[src/core/bcs_defines.svh]
`ifndef BCS_DEFINES_SVH
`define BCS_DEFINES_SVH

`define BCS_CLK_HZ 10000000
`define BCS_STRAP_LATCH_EDGE 2'd2
`define BCS_RESET_CYCLES 750000
`define BCS_LINK_EN_NS 200
`define BCS_LINK_EN_CYC ((`BCS_LINK_EN_NS * (`BCS_CLK_HZ / 1000000) + 999) / 1000)
`define BCS_SPI_CORE_HZ 400000000
`define BCS_SPI_SCLK_HZ 2500000
`define BCS_SPI_DIV (`BCS_SPI_CORE_HZ / `BCS_SPI_SCLK_HZ)
`define BCS_SPI_CMD_READ 8'h03
`define BCS_SPI_HDR_BYTES 4
`define BCS_SPI_IMAGE_WORDS 256
`define BCS_OTP_SEC_ROW 11'h7ff
`define BCS_OTP_ENTRY 11'h000
`define BCS_SEC_JTAG_DIS 0
`define BCS_SEC_LINK_DIS 1
`define BCS_SEC_DBG_DIS 2
`define BCS_SEC_MLOCK 3
`define BCS_SEC_SECURE 5
`define BCS_SEC_SLOCK_LSB 8
`define BCS_SEC_RESET 32'h0000_0000
`define BCS_F_B0 12'd122
`define BCS_F_B1 12'd119
`define BCS_F_B2 12'd49
`define BCS_F_B3 12'd23
`define BCS_R_DEF 6'd0
`define BCS_OD_B0 3'd1
`define BCS_OD_B123 3'd2

`endif

[src/core/bcs_pkg.sv]
package bcs_pkg;

	typedef enum logic [9:0] {
		st_strap = 10'h001,
		st_ireset = 10'h002,
		st_sec_rd = 10'h004,
		st_copy = 10'h008,
		st_jtag_wait = 10'h010,
		st_rsvd = 10'h020,
		st_link_dly = 10'h040,
		st_link_run = 10'h080,
		st_spi_run = 10'h100,
		st_otp_exec = 10'h200
	} bcs_state_type;

endpackage : bcs_pkg

[src/core/bcs_boot_setup.sv]
// Operation
// grounded strap external resonator, open internal
// frequency straps pick default PLL band settings
// tile clock from F, R, output divider
// software keeps divider fields within range
// software may rewrite PLL fields anytime; pll_wr is ignored while in st_strap
// board holds straps until third edge
// in reset all general pins undriven
// long internal reset, then pulls, then boot
// boot source strap decode table
// security bit five forces boot from OTP
// SPI boot enables pins, device is master
// SPI pin mapping fixed, not relocatable
// link B enabled after 200 ns
// partner holds incoming link wires low
// secure boot starts at OTP address zero
// debug port disable refuses tile access
// link disable blocks switch access
// global debug disable ignores debug pin
// master lock and four sector locks
// load security row, copy OTP first
// OTP is 2k rows of 32 bits
// straps latched once at third edge
`include "bcs_defines.svh"
module bcs_boot_setup
	import bcs_pkg::*;
#(
	parameter int unsigned RESET_CYCLES = `BCS_RESET_CYCLES,
	parameter int unsigned SPI_IMAGE_WORDS = `BCS_SPI_IMAGE_WORDS
) (
	input wire logic clock,
	input wire logic rst_n,
	input wire logic ce,
	input wire logic osc_ext_n_pin,
	input wire logic freq_strap_lo,
	input wire logic freq_strap_hi,
	input wire logic [2:0] boot_src_strap,
	output logic osc_sel_ext,
	output logic [11:0] pll_f,
	output logic [5:0] pll_r,
	output logic [2:0] pll_output_divider,
	input wire logic pll_wr,
	input wire logic [11:0] pll_wr_f,
	input wire logic [5:0] pll_wr_r,
	input wire logic [2:0] pll_wr_od,
	output logic gpio_pull_en,
	output logic otp_rd_en,
	output logic [10:0] otp_rd_addr,
	input wire logic [31:0] otp_rd_data,
	output logic sram_we,
	output logic [13:0] sram_waddr,
	output logic [31:0] sram_wdata,
	output logic [31:0] sec_reg,
	output logic exec_start,
	output logic exec_from_otp,
	output logic [10:0] exec_addr,
	input wire logic jtag_req,
	output logic jtag_grant,
	input wire logic sw_req,
	output logic sw_grant,
	input wire logic debug_n_pin,
	output logic debug_req,
	input wire logic otp_ext_req,
	input wire logic [10:0] otp_ext_addr,
	output logic otp_ext_grant,
	output logic otp_ext_deny,
	output logic spi_en,
	output logic spi_ss_n,
	output logic spi_sclk,
	output logic spi_mosi,
	input wire logic spi_miso,
	output logic spi_dual_tile,
	output logic link_b_en,
	output logic [1:0] link_out,
	output logic link_out_oe,
	output logic link_pd_en,
	input wire logic [1:0] link_in,
	output logic link_traffic,
	output logic int_links_en,
	output logic chan_boot
);
	localparam int P_OSC = 0;
	localparam int P_LO = 1;
	localparam int P_HI = 2;
	localparam int P_BOOT = 3;
	localparam int P_DBG = 6;
	localparam int P_MISO = 7;
	localparam int P_LINK = 8;
	localparam logic [13:0] SPI_LAST = 14'(`BCS_SPI_HDR_BYTES + 4 * SPI_IMAGE_WORDS - 1);

	function automatic logic otp_locked(input logic [31:0] sec, input logic [10:0] addr);
		otp_locked = sec[`BCS_SEC_MLOCK] | sec[`BCS_SEC_SLOCK_LSB + int'(addr[10:9])];
	endfunction : otp_locked

	bcs_state_type state, next_state;
	logic [9:0] pin_raw, sync1, sync2, sync3, pin_q;
	logic [1:0] strap_cnt;
	logic strap_osc;
	logic [2:0] strap_boot;
	logic [19:0] rst_cnt;
	logic [1:0] link_cnt;
	logic rd_vld;
	logic [10:0] rd_addr_d;
	logic spi_go, spi_fin;
	logic [13:0] spi_idx;
	logic [31:0] spi_word;
	logic [7:0] spi_rx;
	logic spi_done;

	// three-stage pin synchronisers, change taken when stages agree
	assign pin_raw = {link_in, spi_miso, debug_n_pin, boot_src_strap, freq_strap_hi, freq_strap_lo, osc_ext_n_pin};
	// no reset: held straps must reach stage three by the third edge
	always_ff @(posedge clock) begin
		if (ce) begin
			sync1 <= pin_raw;
			sync2 <= sync1;
			sync3 <= sync2;
		end
	end
	generate
		for (genvar i = 0; i < 10; i++) begin : g_pin
			always_ff @(posedge clock or negedge rst_n) begin
				if (!rst_n) begin
					pin_q[i] <= 1'b0;
				end else if (ce && sync2[i] == sync3[i]) begin
					pin_q[i] <= sync3[i];
				end
			end
		end
	endgenerate

	// decode and sequencing
	wire strap_latch = (state == st_strap) && (strap_cnt == `BCS_STRAP_LATCH_EDGE);
	wire [1:0] band = {sync3[P_HI], sync3[P_LO]};
	wire [11:0] def_f = (band == 2'd0) ? `BCS_F_B0 : (band == 2'd1) ? `BCS_F_B1 :
		(band == 2'd2) ? `BCS_F_B2 : `BCS_F_B3;
	wire [2:0] def_od = (band == 2'd0) ? `BCS_OD_B0 : `BCS_OD_B123;
	wire copy_last = (state == st_copy) && rd_vld && (rd_addr_d == `BCS_OTP_SEC_ROW - 11'h001);
	wire boot_live = !(state inside {st_strap, st_ireset, st_sec_rd, st_copy});
	wire ext_lock = otp_locked(sec_reg, otp_ext_addr);
	wire spi_hdr = (spi_idx < 14'(`BCS_SPI_HDR_BYTES));
	wire [13:0] spi_widx = spi_idx - 14'(`BCS_SPI_HDR_BYTES);
	bcs_state_type boot_pick;
	assign boot_pick = sec_reg[`BCS_SEC_SECURE] ? st_otp_exec :
		(strap_boot[1:0] == 2'b00) ? st_jtag_wait :
		(strap_boot[1:0] == 2'b01) ? st_rsvd :
		strap_boot[0] ? st_spi_run : st_link_dly;

	always_comb begin
		next_state = state;
		unique case (state)
			st_strap: if (strap_latch) next_state = st_ireset;
			st_ireset: if (rst_cnt == 20'h00000) next_state = st_sec_rd;
			st_sec_rd: if (rd_vld) next_state = st_copy;
			st_copy: if (copy_last) next_state = boot_pick;
			st_link_dly: if (link_cnt == 2'h0) next_state = st_link_run;
			st_jtag_wait, st_rsvd, st_link_run, st_spi_run, st_otp_exec: next_state = state;
			default: next_state = st_strap;
		endcase
	end

	always_ff @(posedge clock or negedge rst_n) begin
		if (!rst_n) begin
			state <= st_strap;
			strap_cnt <= 2'h0;
			strap_osc <= 1'b1;
			strap_boot <= 3'h0;
			rst_cnt <= 20'h00000;
			link_cnt <= 2'h0;
		end else if (ce) begin
			state <= next_state;
			if (state == st_strap) strap_cnt <= strap_cnt + 2'h1;
			if (strap_latch) begin
				strap_osc <= sync3[P_OSC];
				strap_boot <= sync3[P_BOOT +: 3];
				rst_cnt <= 20'(RESET_CYCLES - 1);
			end
			if (state == st_ireset && rst_cnt != 20'h00000) rst_cnt <= rst_cnt - 20'h00001;
			if (copy_last) link_cnt <= 2'(`BCS_LINK_EN_CYC - 1);
			else if (state == st_link_dly && link_cnt != 2'h0) link_cnt <= link_cnt - 2'h1;
		end
	end

	// clock source and PLL fields
	always_ff @(posedge clock or negedge rst_n) begin
		if (!rst_n) begin
			osc_sel_ext <= 1'b0;
			pll_f <= `BCS_F_B0;
			pll_r <= `BCS_R_DEF;
			pll_output_divider <= `BCS_OD_B0;
		end else if (ce) begin
			if (strap_latch) begin
				osc_sel_ext <= !sync3[P_OSC];
				pll_f <= def_f;
				pll_r <= `BCS_R_DEF;
				pll_output_divider <= def_od;
			end else if (pll_wr && state != st_strap) begin
				pll_f <= pll_wr_f;
				pll_r <= pll_wr_r;
				pll_output_divider <= pll_wr_od;
			end
		end
	end

	// OTP security load and copy into SRAM
	always_ff @(posedge clock or negedge rst_n) begin
		if (!rst_n) begin
			otp_rd_en <= 1'b0;
			otp_rd_addr <= 11'h000;
			rd_vld <= 1'b0;
			rd_addr_d <= 11'h000;
			sec_reg <= `BCS_SEC_RESET;
		end else if (ce) begin
			rd_vld <= otp_rd_en;
			rd_addr_d <= otp_rd_addr;
			if (state == st_ireset && rst_cnt == 20'h00000) begin
				otp_rd_en <= 1'b1;
				otp_rd_addr <= `BCS_OTP_SEC_ROW;
			end else if (state == st_sec_rd) begin
				otp_rd_en <= rd_vld;
				otp_rd_addr <= `BCS_OTP_ENTRY;
				if (rd_vld) sec_reg <= otp_rd_data;
			end else if (state == st_copy && otp_rd_en) begin
				if (otp_rd_addr == `BCS_OTP_SEC_ROW - 11'h001) otp_rd_en <= 1'b0;
				else otp_rd_addr <= otp_rd_addr + 11'h001;
			end
		end
	end

	// SRAM write port, shared by OTP copy and SPI image
	always_ff @(posedge clock or negedge rst_n) begin
		if (!rst_n) begin
			sram_we <= 1'b0;
			sram_waddr <= 14'h0000;
			sram_wdata <= 32'h0000_0000;
		end else if (ce) begin
			sram_we <= 1'b0;
			if (state == st_copy && rd_vld) begin
				sram_we <= 1'b1;
				sram_waddr <= {3'h0, rd_addr_d};
				sram_wdata <= otp_rd_data;
			end else if (spi_done && !spi_hdr && spi_widx[1:0] == 2'h3) begin
				sram_we <= 1'b1;
				sram_waddr <= {2'h0, spi_widx[13:2]};
				sram_wdata <= {spi_word[23:0], spi_rx};
			end
		end
	end

	// SPI boot: read command, zero address, then image bytes
	bcs_spi_xfer u_spi (
		.clock(clock),
		.rst_n(rst_n),
		.ce(ce),
		.start(spi_go),
		.tx_byte((spi_idx == 14'h0000) ? `BCS_SPI_CMD_READ : 8'h00),
		.miso(pin_q[P_MISO]),
		.sclk(spi_sclk),
		.mosi(spi_mosi),
		.rx_byte(spi_rx),
		.done(spi_done)
	);

	always_ff @(posedge clock or negedge rst_n) begin
		if (!rst_n) begin
			spi_en <= 1'b0;
			spi_ss_n <= 1'b1;
			spi_dual_tile <= 1'b0;
			spi_go <= 1'b0;
			spi_fin <= 1'b0;
			spi_idx <= 14'h0000;
			spi_word <= 32'h0000_0000;
		end else if (ce) begin
			spi_go <= 1'b0;
			if (copy_last && boot_pick == st_spi_run) begin
				spi_en <= 1'b1;
				spi_ss_n <= 1'b0;
				spi_dual_tile <= strap_boot[2];
				spi_go <= 1'b1;
			end
			if (spi_done && !spi_fin) begin
				spi_word <= {spi_word[23:0], spi_rx};
				if (spi_idx == SPI_LAST) begin
					spi_fin <= 1'b1;
					spi_ss_n <= 1'b1;
				end else begin
					spi_idx <= spi_idx + 14'h0001;
					spi_go <= 1'b1;
				end
			end
		end
	end

	// execution start, link boot and security gates
	always_ff @(posedge clock or negedge rst_n) begin
		if (!rst_n) begin
			gpio_pull_en <= 1'b0;
			exec_start <= 1'b0;
			exec_from_otp <= 1'b0;
			exec_addr <= `BCS_OTP_ENTRY;
			link_b_en <= 1'b0;
			link_out <= 2'h0;
			link_out_oe <= 1'b0;
			link_pd_en <= 1'b0;
			link_traffic <= 1'b0;
			int_links_en <= 1'b0;
			chan_boot <= 1'b0;
			jtag_grant <= 1'b0;
			sw_grant <= 1'b0;
			debug_req <= 1'b0;
			otp_ext_grant <= 1'b0;
			otp_ext_deny <= 1'b0;
		end else if (ce) begin
			exec_start <= 1'b0;
			link_out <= 2'h0;
			if (state == st_ireset && rst_cnt == 20'h00000) begin
				gpio_pull_en <= 1'b1;
				link_pd_en <= 1'b1;
			end
			if (copy_last && boot_pick == st_otp_exec) begin
				exec_start <= 1'b1;
				exec_from_otp <= 1'b1;
				exec_addr <= `BCS_OTP_ENTRY;
			end
			if (spi_done && spi_idx == SPI_LAST) exec_start <= 1'b1;
			if (copy_last && boot_pick == st_link_dly) begin
				chan_boot <= strap_boot[2];
				int_links_en <= strap_boot[2];
			end
			if (state == st_link_dly && link_cnt == 2'h0) begin
				link_b_en <= 1'b1;
				link_out_oe <= 1'b1;
				link_pd_en <= 1'b0;
			end
			if (state == st_link_run && pin_q[P_LINK +: 2] != 2'h0) link_traffic <= 1'b1;
			jtag_grant <= jtag_req && !sec_reg[`BCS_SEC_JTAG_DIS];
			sw_grant <= sw_req && !sec_reg[`BCS_SEC_LINK_DIS];
			debug_req <= boot_live && !pin_q[P_DBG] && !sec_reg[`BCS_SEC_DBG_DIS];
			otp_ext_grant <= otp_ext_req && boot_live && !ext_lock;
			otp_ext_deny <= otp_ext_req && (!boot_live || ext_lock);
		end
	end

	property p_osc_sel;
		@(posedge clock) disable iff (!rst_n || !ce) (state == st_ireset) |-> (osc_sel_ext == !strap_osc);
	endproperty
	a_osc_sel: assert property (p_osc_sel) else $error("oscillator select disagrees with strap");

	property p_pll_band;
		@(posedge clock) disable iff (!rst_n || !ce) strap_latch |=> (pll_f == $past(def_f) && pll_r == `BCS_R_DEF);
	endproperty
	a_pll_band: assert property (p_pll_band) else $error("pll default not taken from band");

	property p_pll_wr;
		@(posedge clock) disable iff (!rst_n || !ce)
			(pll_wr && state != st_strap) |=> (pll_output_divider == $past(pll_wr_od) && pll_f == $past(pll_wr_f));
	endproperty
	a_pll_wr: assert property (p_pll_wr) else $error("pll write not applied");

	property p_no_pull;
		@(posedge clock) disable iff (!rst_n || !ce) (state inside {st_strap, st_ireset}) |-> !gpio_pull_en && !spi_en;
	endproperty
	a_no_pull: assert property (p_no_pull) else $error("pins active during internal reset");

	property p_secure;
		@(posedge clock) disable iff (!rst_n || !ce)
			(copy_last && sec_reg[`BCS_SEC_SECURE]) |=> (state == st_otp_exec && exec_start && exec_addr == 11'h000);
	endproperty
	a_secure: assert property (p_secure) else $error("secure boot did not start from otp");

	property p_link_dly;
		@(posedge clock) disable iff (!rst_n || !ce)
			(state == st_link_dly && $past(state) != st_link_dly) |-> !link_b_en ##2 (link_b_en && !link_pd_en);
	endproperty
	a_link_dly: assert property (p_link_dly) else $error("link enable delay wrong");

	property p_jtag;
		@(posedge clock) disable iff (!rst_n || !ce) jtag_grant |-> !$past(sec_reg[`BCS_SEC_JTAG_DIS]);
	endproperty
	a_jtag: assert property (p_jtag) else $error("debug port granted while disabled");

	property p_switch;
		@(posedge clock) disable iff (!rst_n || !ce) sw_grant |-> !$past(sec_reg[`BCS_SEC_LINK_DIS]) && $past(sw_req);
	endproperty
	a_switch: assert property (p_switch) else $error("switch access granted while disabled");

	property p_dbg;
		@(posedge clock) disable iff (!rst_n || !ce) sec_reg[`BCS_SEC_DBG_DIS] |=> !debug_req;
	endproperty
	a_dbg: assert property (p_dbg) else $error("debug request passed while disabled");

	property p_lock;
		@(posedge clock) disable iff (!rst_n || !ce) otp_ext_grant |-> !$past(sec_reg[`BCS_SEC_MLOCK]) && !otp_ext_deny;
	endproperty
	a_lock: assert property (p_lock) else $error("otp access granted under lock");

endmodule : bcs_boot_setup

[src/core/bcs_spi_xfer.sv]
`include "bcs_defines.svh"
module bcs_spi_xfer
	import bcs_pkg::*;
(
	input wire logic clock,
	input wire logic rst_n,
	input wire logic ce,
	input wire logic start,
	input wire logic [7:0] tx_byte,
	input wire logic miso,
	output logic sclk,
	output logic mosi,
	output logic [7:0] rx_byte,
	output logic done
);
	logic busy;
	logic [6:0] div;
	logic [2:0] bit_cnt;
	logic [7:0] tx_sh;
	wire half_end = (div == 7'(`BCS_SPI_DIV / 2 - 1));

	// mode 0 byte shifter, msb first
	always_ff @(posedge clock or negedge rst_n) begin
		if (!rst_n) begin
			busy <= 1'b0;
			div <= 7'h00;
			bit_cnt <= 3'h0;
			tx_sh <= 8'h00;
			sclk <= 1'b0;
			mosi <= 1'b0;
			rx_byte <= 8'h00;
			done <= 1'b0;
		end else if (ce) begin
			done <= 1'b0;
			if (!busy) begin
				div <= 7'h00;
				if (start) begin
					busy <= 1'b1;
					tx_sh <= tx_byte;
					mosi <= tx_byte[7];
					bit_cnt <= 3'h0;
				end
			end else if (half_end) begin
				div <= 7'h00;
				sclk <= !sclk;
				if (!sclk) begin
					rx_byte <= {rx_byte[6:0], miso};
				end else if (bit_cnt == 3'h7) begin
					busy <= 1'b0;
					done <= 1'b1;
				end else begin
					bit_cnt <= bit_cnt + 3'h1;
					tx_sh <= {tx_sh[6:0], 1'b0};
					mosi <= tx_sh[6];
				end
			end else begin
				div <= div + 7'h01;
			end
		end
	end

endmodule : bcs_spi_xfer

[config.mk]
export PLATFORM = sky130hd
export DESIGN_NAME = bcs_boot_setup
export DESIGN_NICKNAME = d
export VERILOG_FILES = /design/src/core/bcs_pkg.sv /design/src/core/bcs_boot_setup.sv /design/src/core/bcs_spi_xfer.sv
export VERILOG_INCLUDE_DIRS = /design/src /design/src/core
export SDC_FILE = /design/constraint.sdc
export NUM_CORES = 1
export LEC_CHECK = 0
export ABC_AREA = 1
export BUFFER_PORTS_ARGS = -buffer_cell sky130_fd_sc_hd__buf_2
export CORE_ASPECT_RATIO = 1.4
export CORE_MARGIN = 1.5
export CORE_UTILIZATION = 41
export DETAILED_ROUTE_END_ITERATION = 7
export PLACE_DENSITY_LB_ADDON = 0.15
export SKIP_LAST_GASP = 1
export SLEW_MARGIN = 20
export SYNTH_ARGS = -nofsm -noshare
export SYNTH_HDL_FRONTEND = slang
export SYNTH_SLANG_ARGS = --single-unit
[constraint.sdc]
create_clock -name clock -period 1.8 [get_ports clock]
set_input_delay 0.54 -clock clock [delete_from_list [all_inputs] [get_ports clock]]
set_output_delay 0.54 -clock clock [all_outputs]
set_load 0.05 [all_outputs]
==> metrics.txt <==
Reg area 7131 um^2; share of cells above drive strength 1 31.23%; core footprint around 32000 um^2; Netlist Area Pre-Place 13230 um^2; worst hold path class in2reg; routed wl met3 ~1300 um; Initial Util 41.72%; final-report hold violation count 0; setup ws final -3.385 ps; vias 11165; Final Net Count 1976; cell taking the most area after synthesis dfrtp_1; GRT Total Usage 20.55%; Pleak 8.960 nW; Final Power 19.19 mW; met2 wire len roughly 19000 um; max-cap violations 0; largest net degree at the start of global routing 75; Synth Warn # 0; Max Slew Vio Count 0; number of setup violations in the final report 1; CTS tree done; register area share after synthesis 53.81%; area of the multi-input gates 5568 um^2; Synth Register Bits about 280; worst skew pair latency 560 ps; IO buf count 201; first drt pass iteration count 5; startpoint types flip-flop; grt total ovfl 0; count of routing violations after the opening detailed-route iteration 643; Post-DP Area 15670 um^2; CTS buffer count 30; initial antenna violation count 1; Clock Tree Root clkbuf_16; Setup Skew 10.43 ps; Die Footprint 33360 um^2; Post-synth top flop dfrtp_1; fmax 554.5 MHz; Die H 215.5 um; post-DP HPWL 24550 um; Critical Path AT approximately 1300 ps; WL/cell between 15 and 20 um; VDD IR max roughly 0.00066 V; CP endpoint kind output pin; M1 WL between 10000 and 15000 um; Clock Path Buffers 3; synthesized area per cell 8.689 um^2; Fill cells roughly 3000; critical path required time 1260 ps; Syn Inst Count roughly 1500; CP max stage delay 550 ps; Routed WL 34960 um; Synth top cells by count 458 x nand2_1, 240 x dfrtp_1, 135 x o21ai_0, 128 x inv_1, 120 x nor2_1; die width 154.8 um; H-Tree Depth 1; CP max-delay cell dfstp_2; Antenna diodes 0; fin crit period 1803 ps; RSZ-0062 raised after global routing yes; Vias/cell between 4 and 5; Worst Path Max Fanout 2; failing checks negative setup slack; design area around 18000 um^2; first-pass GRT wire length 55490 um; Area growth syn-to-layout 33.26%; DR top layer met5; Post-synth EDFFs 30; Clk pin slew, worst setup/hold paths 60 ps; async set or reset register ratio after synthesis around nine tenths; kind of critical path reg2out; antenna-violating nets left 0; RePlAce Congestion 0.9004; crit share post-route 100.2%; count of unique library cells instantiated by Yosys 49; most area-consuming cells after synthesis dfrtp_1 45%, nand2_1 13%, edfxtp_1 6.8%; # clock sinks 278; Rows between 70 and 80; top-count cell post-synth nand2_1; io pins about 230; Pwr per Cell Area 1089 nW/um^2; WP buf/inv 1; crit-path cells buf_8; CP top delay family flip-flops; share of Yosys cell area claimed by the top area cell type 45.41%; outcome finished, violations left; vias in the first global route approximately 11000; DRC Markers 0
==> cell usage in the layout, fill, tap and decap left out, types with 30 or more instances in the layout <==
master     count
buf_2        167
buf_4        163
clkbuf_16     34
dfrtp_1      229
edfxtp_1      30
inv_1        121
nand2_1      428
nand2_2       30
nand3_1       93
nor2_1        94
o21ai_0      121
o21ai_1       40
==> cell type report <==
| cell class | count | share of cell area, % |
|---|---|---|
| Multi-Input combinational cell | 1055 | 31.59 |
| Timing Repair Buffer | 383 | 16.28 |
| Inverter | 133 | 2.868 |
| Clock buffer | 42 | 5.033 |
| Clock inverter | 14 | 0.9655 |
| Sequential cell | 278 | 40.46 |
| Tap cell | 395 | 2.804 |
==> through the flow <==
stage | setup TNS, ps | hold slack, ps | setup WS, ps | utilization (%) | cells
final | -3.385 | 152.9 | -3.385 | 55.60 | 2300
after global routing | -5862 | 123.7 | -125.5 | 55.60 | 2300
after CTS | -1345 | 117.6 | -50.68 | 53.74 | 2273
after detailed placement | -7304 | 385.7 | -160.6 | 49.45 | 2209
after global placement | -2894 | 385.7 | -91.37 | 49.45 | 2209
after floorplan | 0 | 244.4 | 15.76 | - | 1536
==> worst paths after layout <==
kind | start | to | slack [ps] | cells after the start
setup / recovery | spi_ss_n | spi_ss_n | -3 | 1
hold / removal | link_in[0] | sync1[8] | 150 | 1
setup reg to reg | state[0] | otp_rd_addr[6] | 20 | 10
hold reg to reg | sync2[3] | sync3[3] | 420 | 0
max in group asynchronous | rst_n | sec_reg[1] | 710 | 4
min in group asynchronous | rst_n | otp_rd_addr[4] | 400 | 2
==> where the power goes <==
group,internal [mW],switching (mW)
combinational,2.01,3.24
clock,3.88,2.61
sequential,7.01,0.442
total,12.9,6.28
==> kinds of logic after synthesis <==
kind of cell	share of synthesized area [%]
flops	53.81
mux	2.554
buf+inv	6.982
compound gates	8.808
xor+xnor	2.185
simple gates	24.30
other cells	0.02835
fa+ha+maj	1.325
==> layer usage <==
layer | GRT usage, % | up-vias
met2 | 37.88 | 217
met4 | 6.378 | 2
met3 | 2.972 | 51
li1 | - | 5610
met5 | 0 | -
met1 | 24.52 | 5285
==> what timing repair did <==
item / in CTS / in global routing
hold endpoints to repair: 11 / 0
pin swaps: 4 / 29
cloned: 0 / 5
hold buffers: 1 / 0
endpoints found under the setup margin: 172 / 181
gates resized for setup: 83 / 116
buffers inserted: 11 / 22
(Power assumes the default switching activity.)
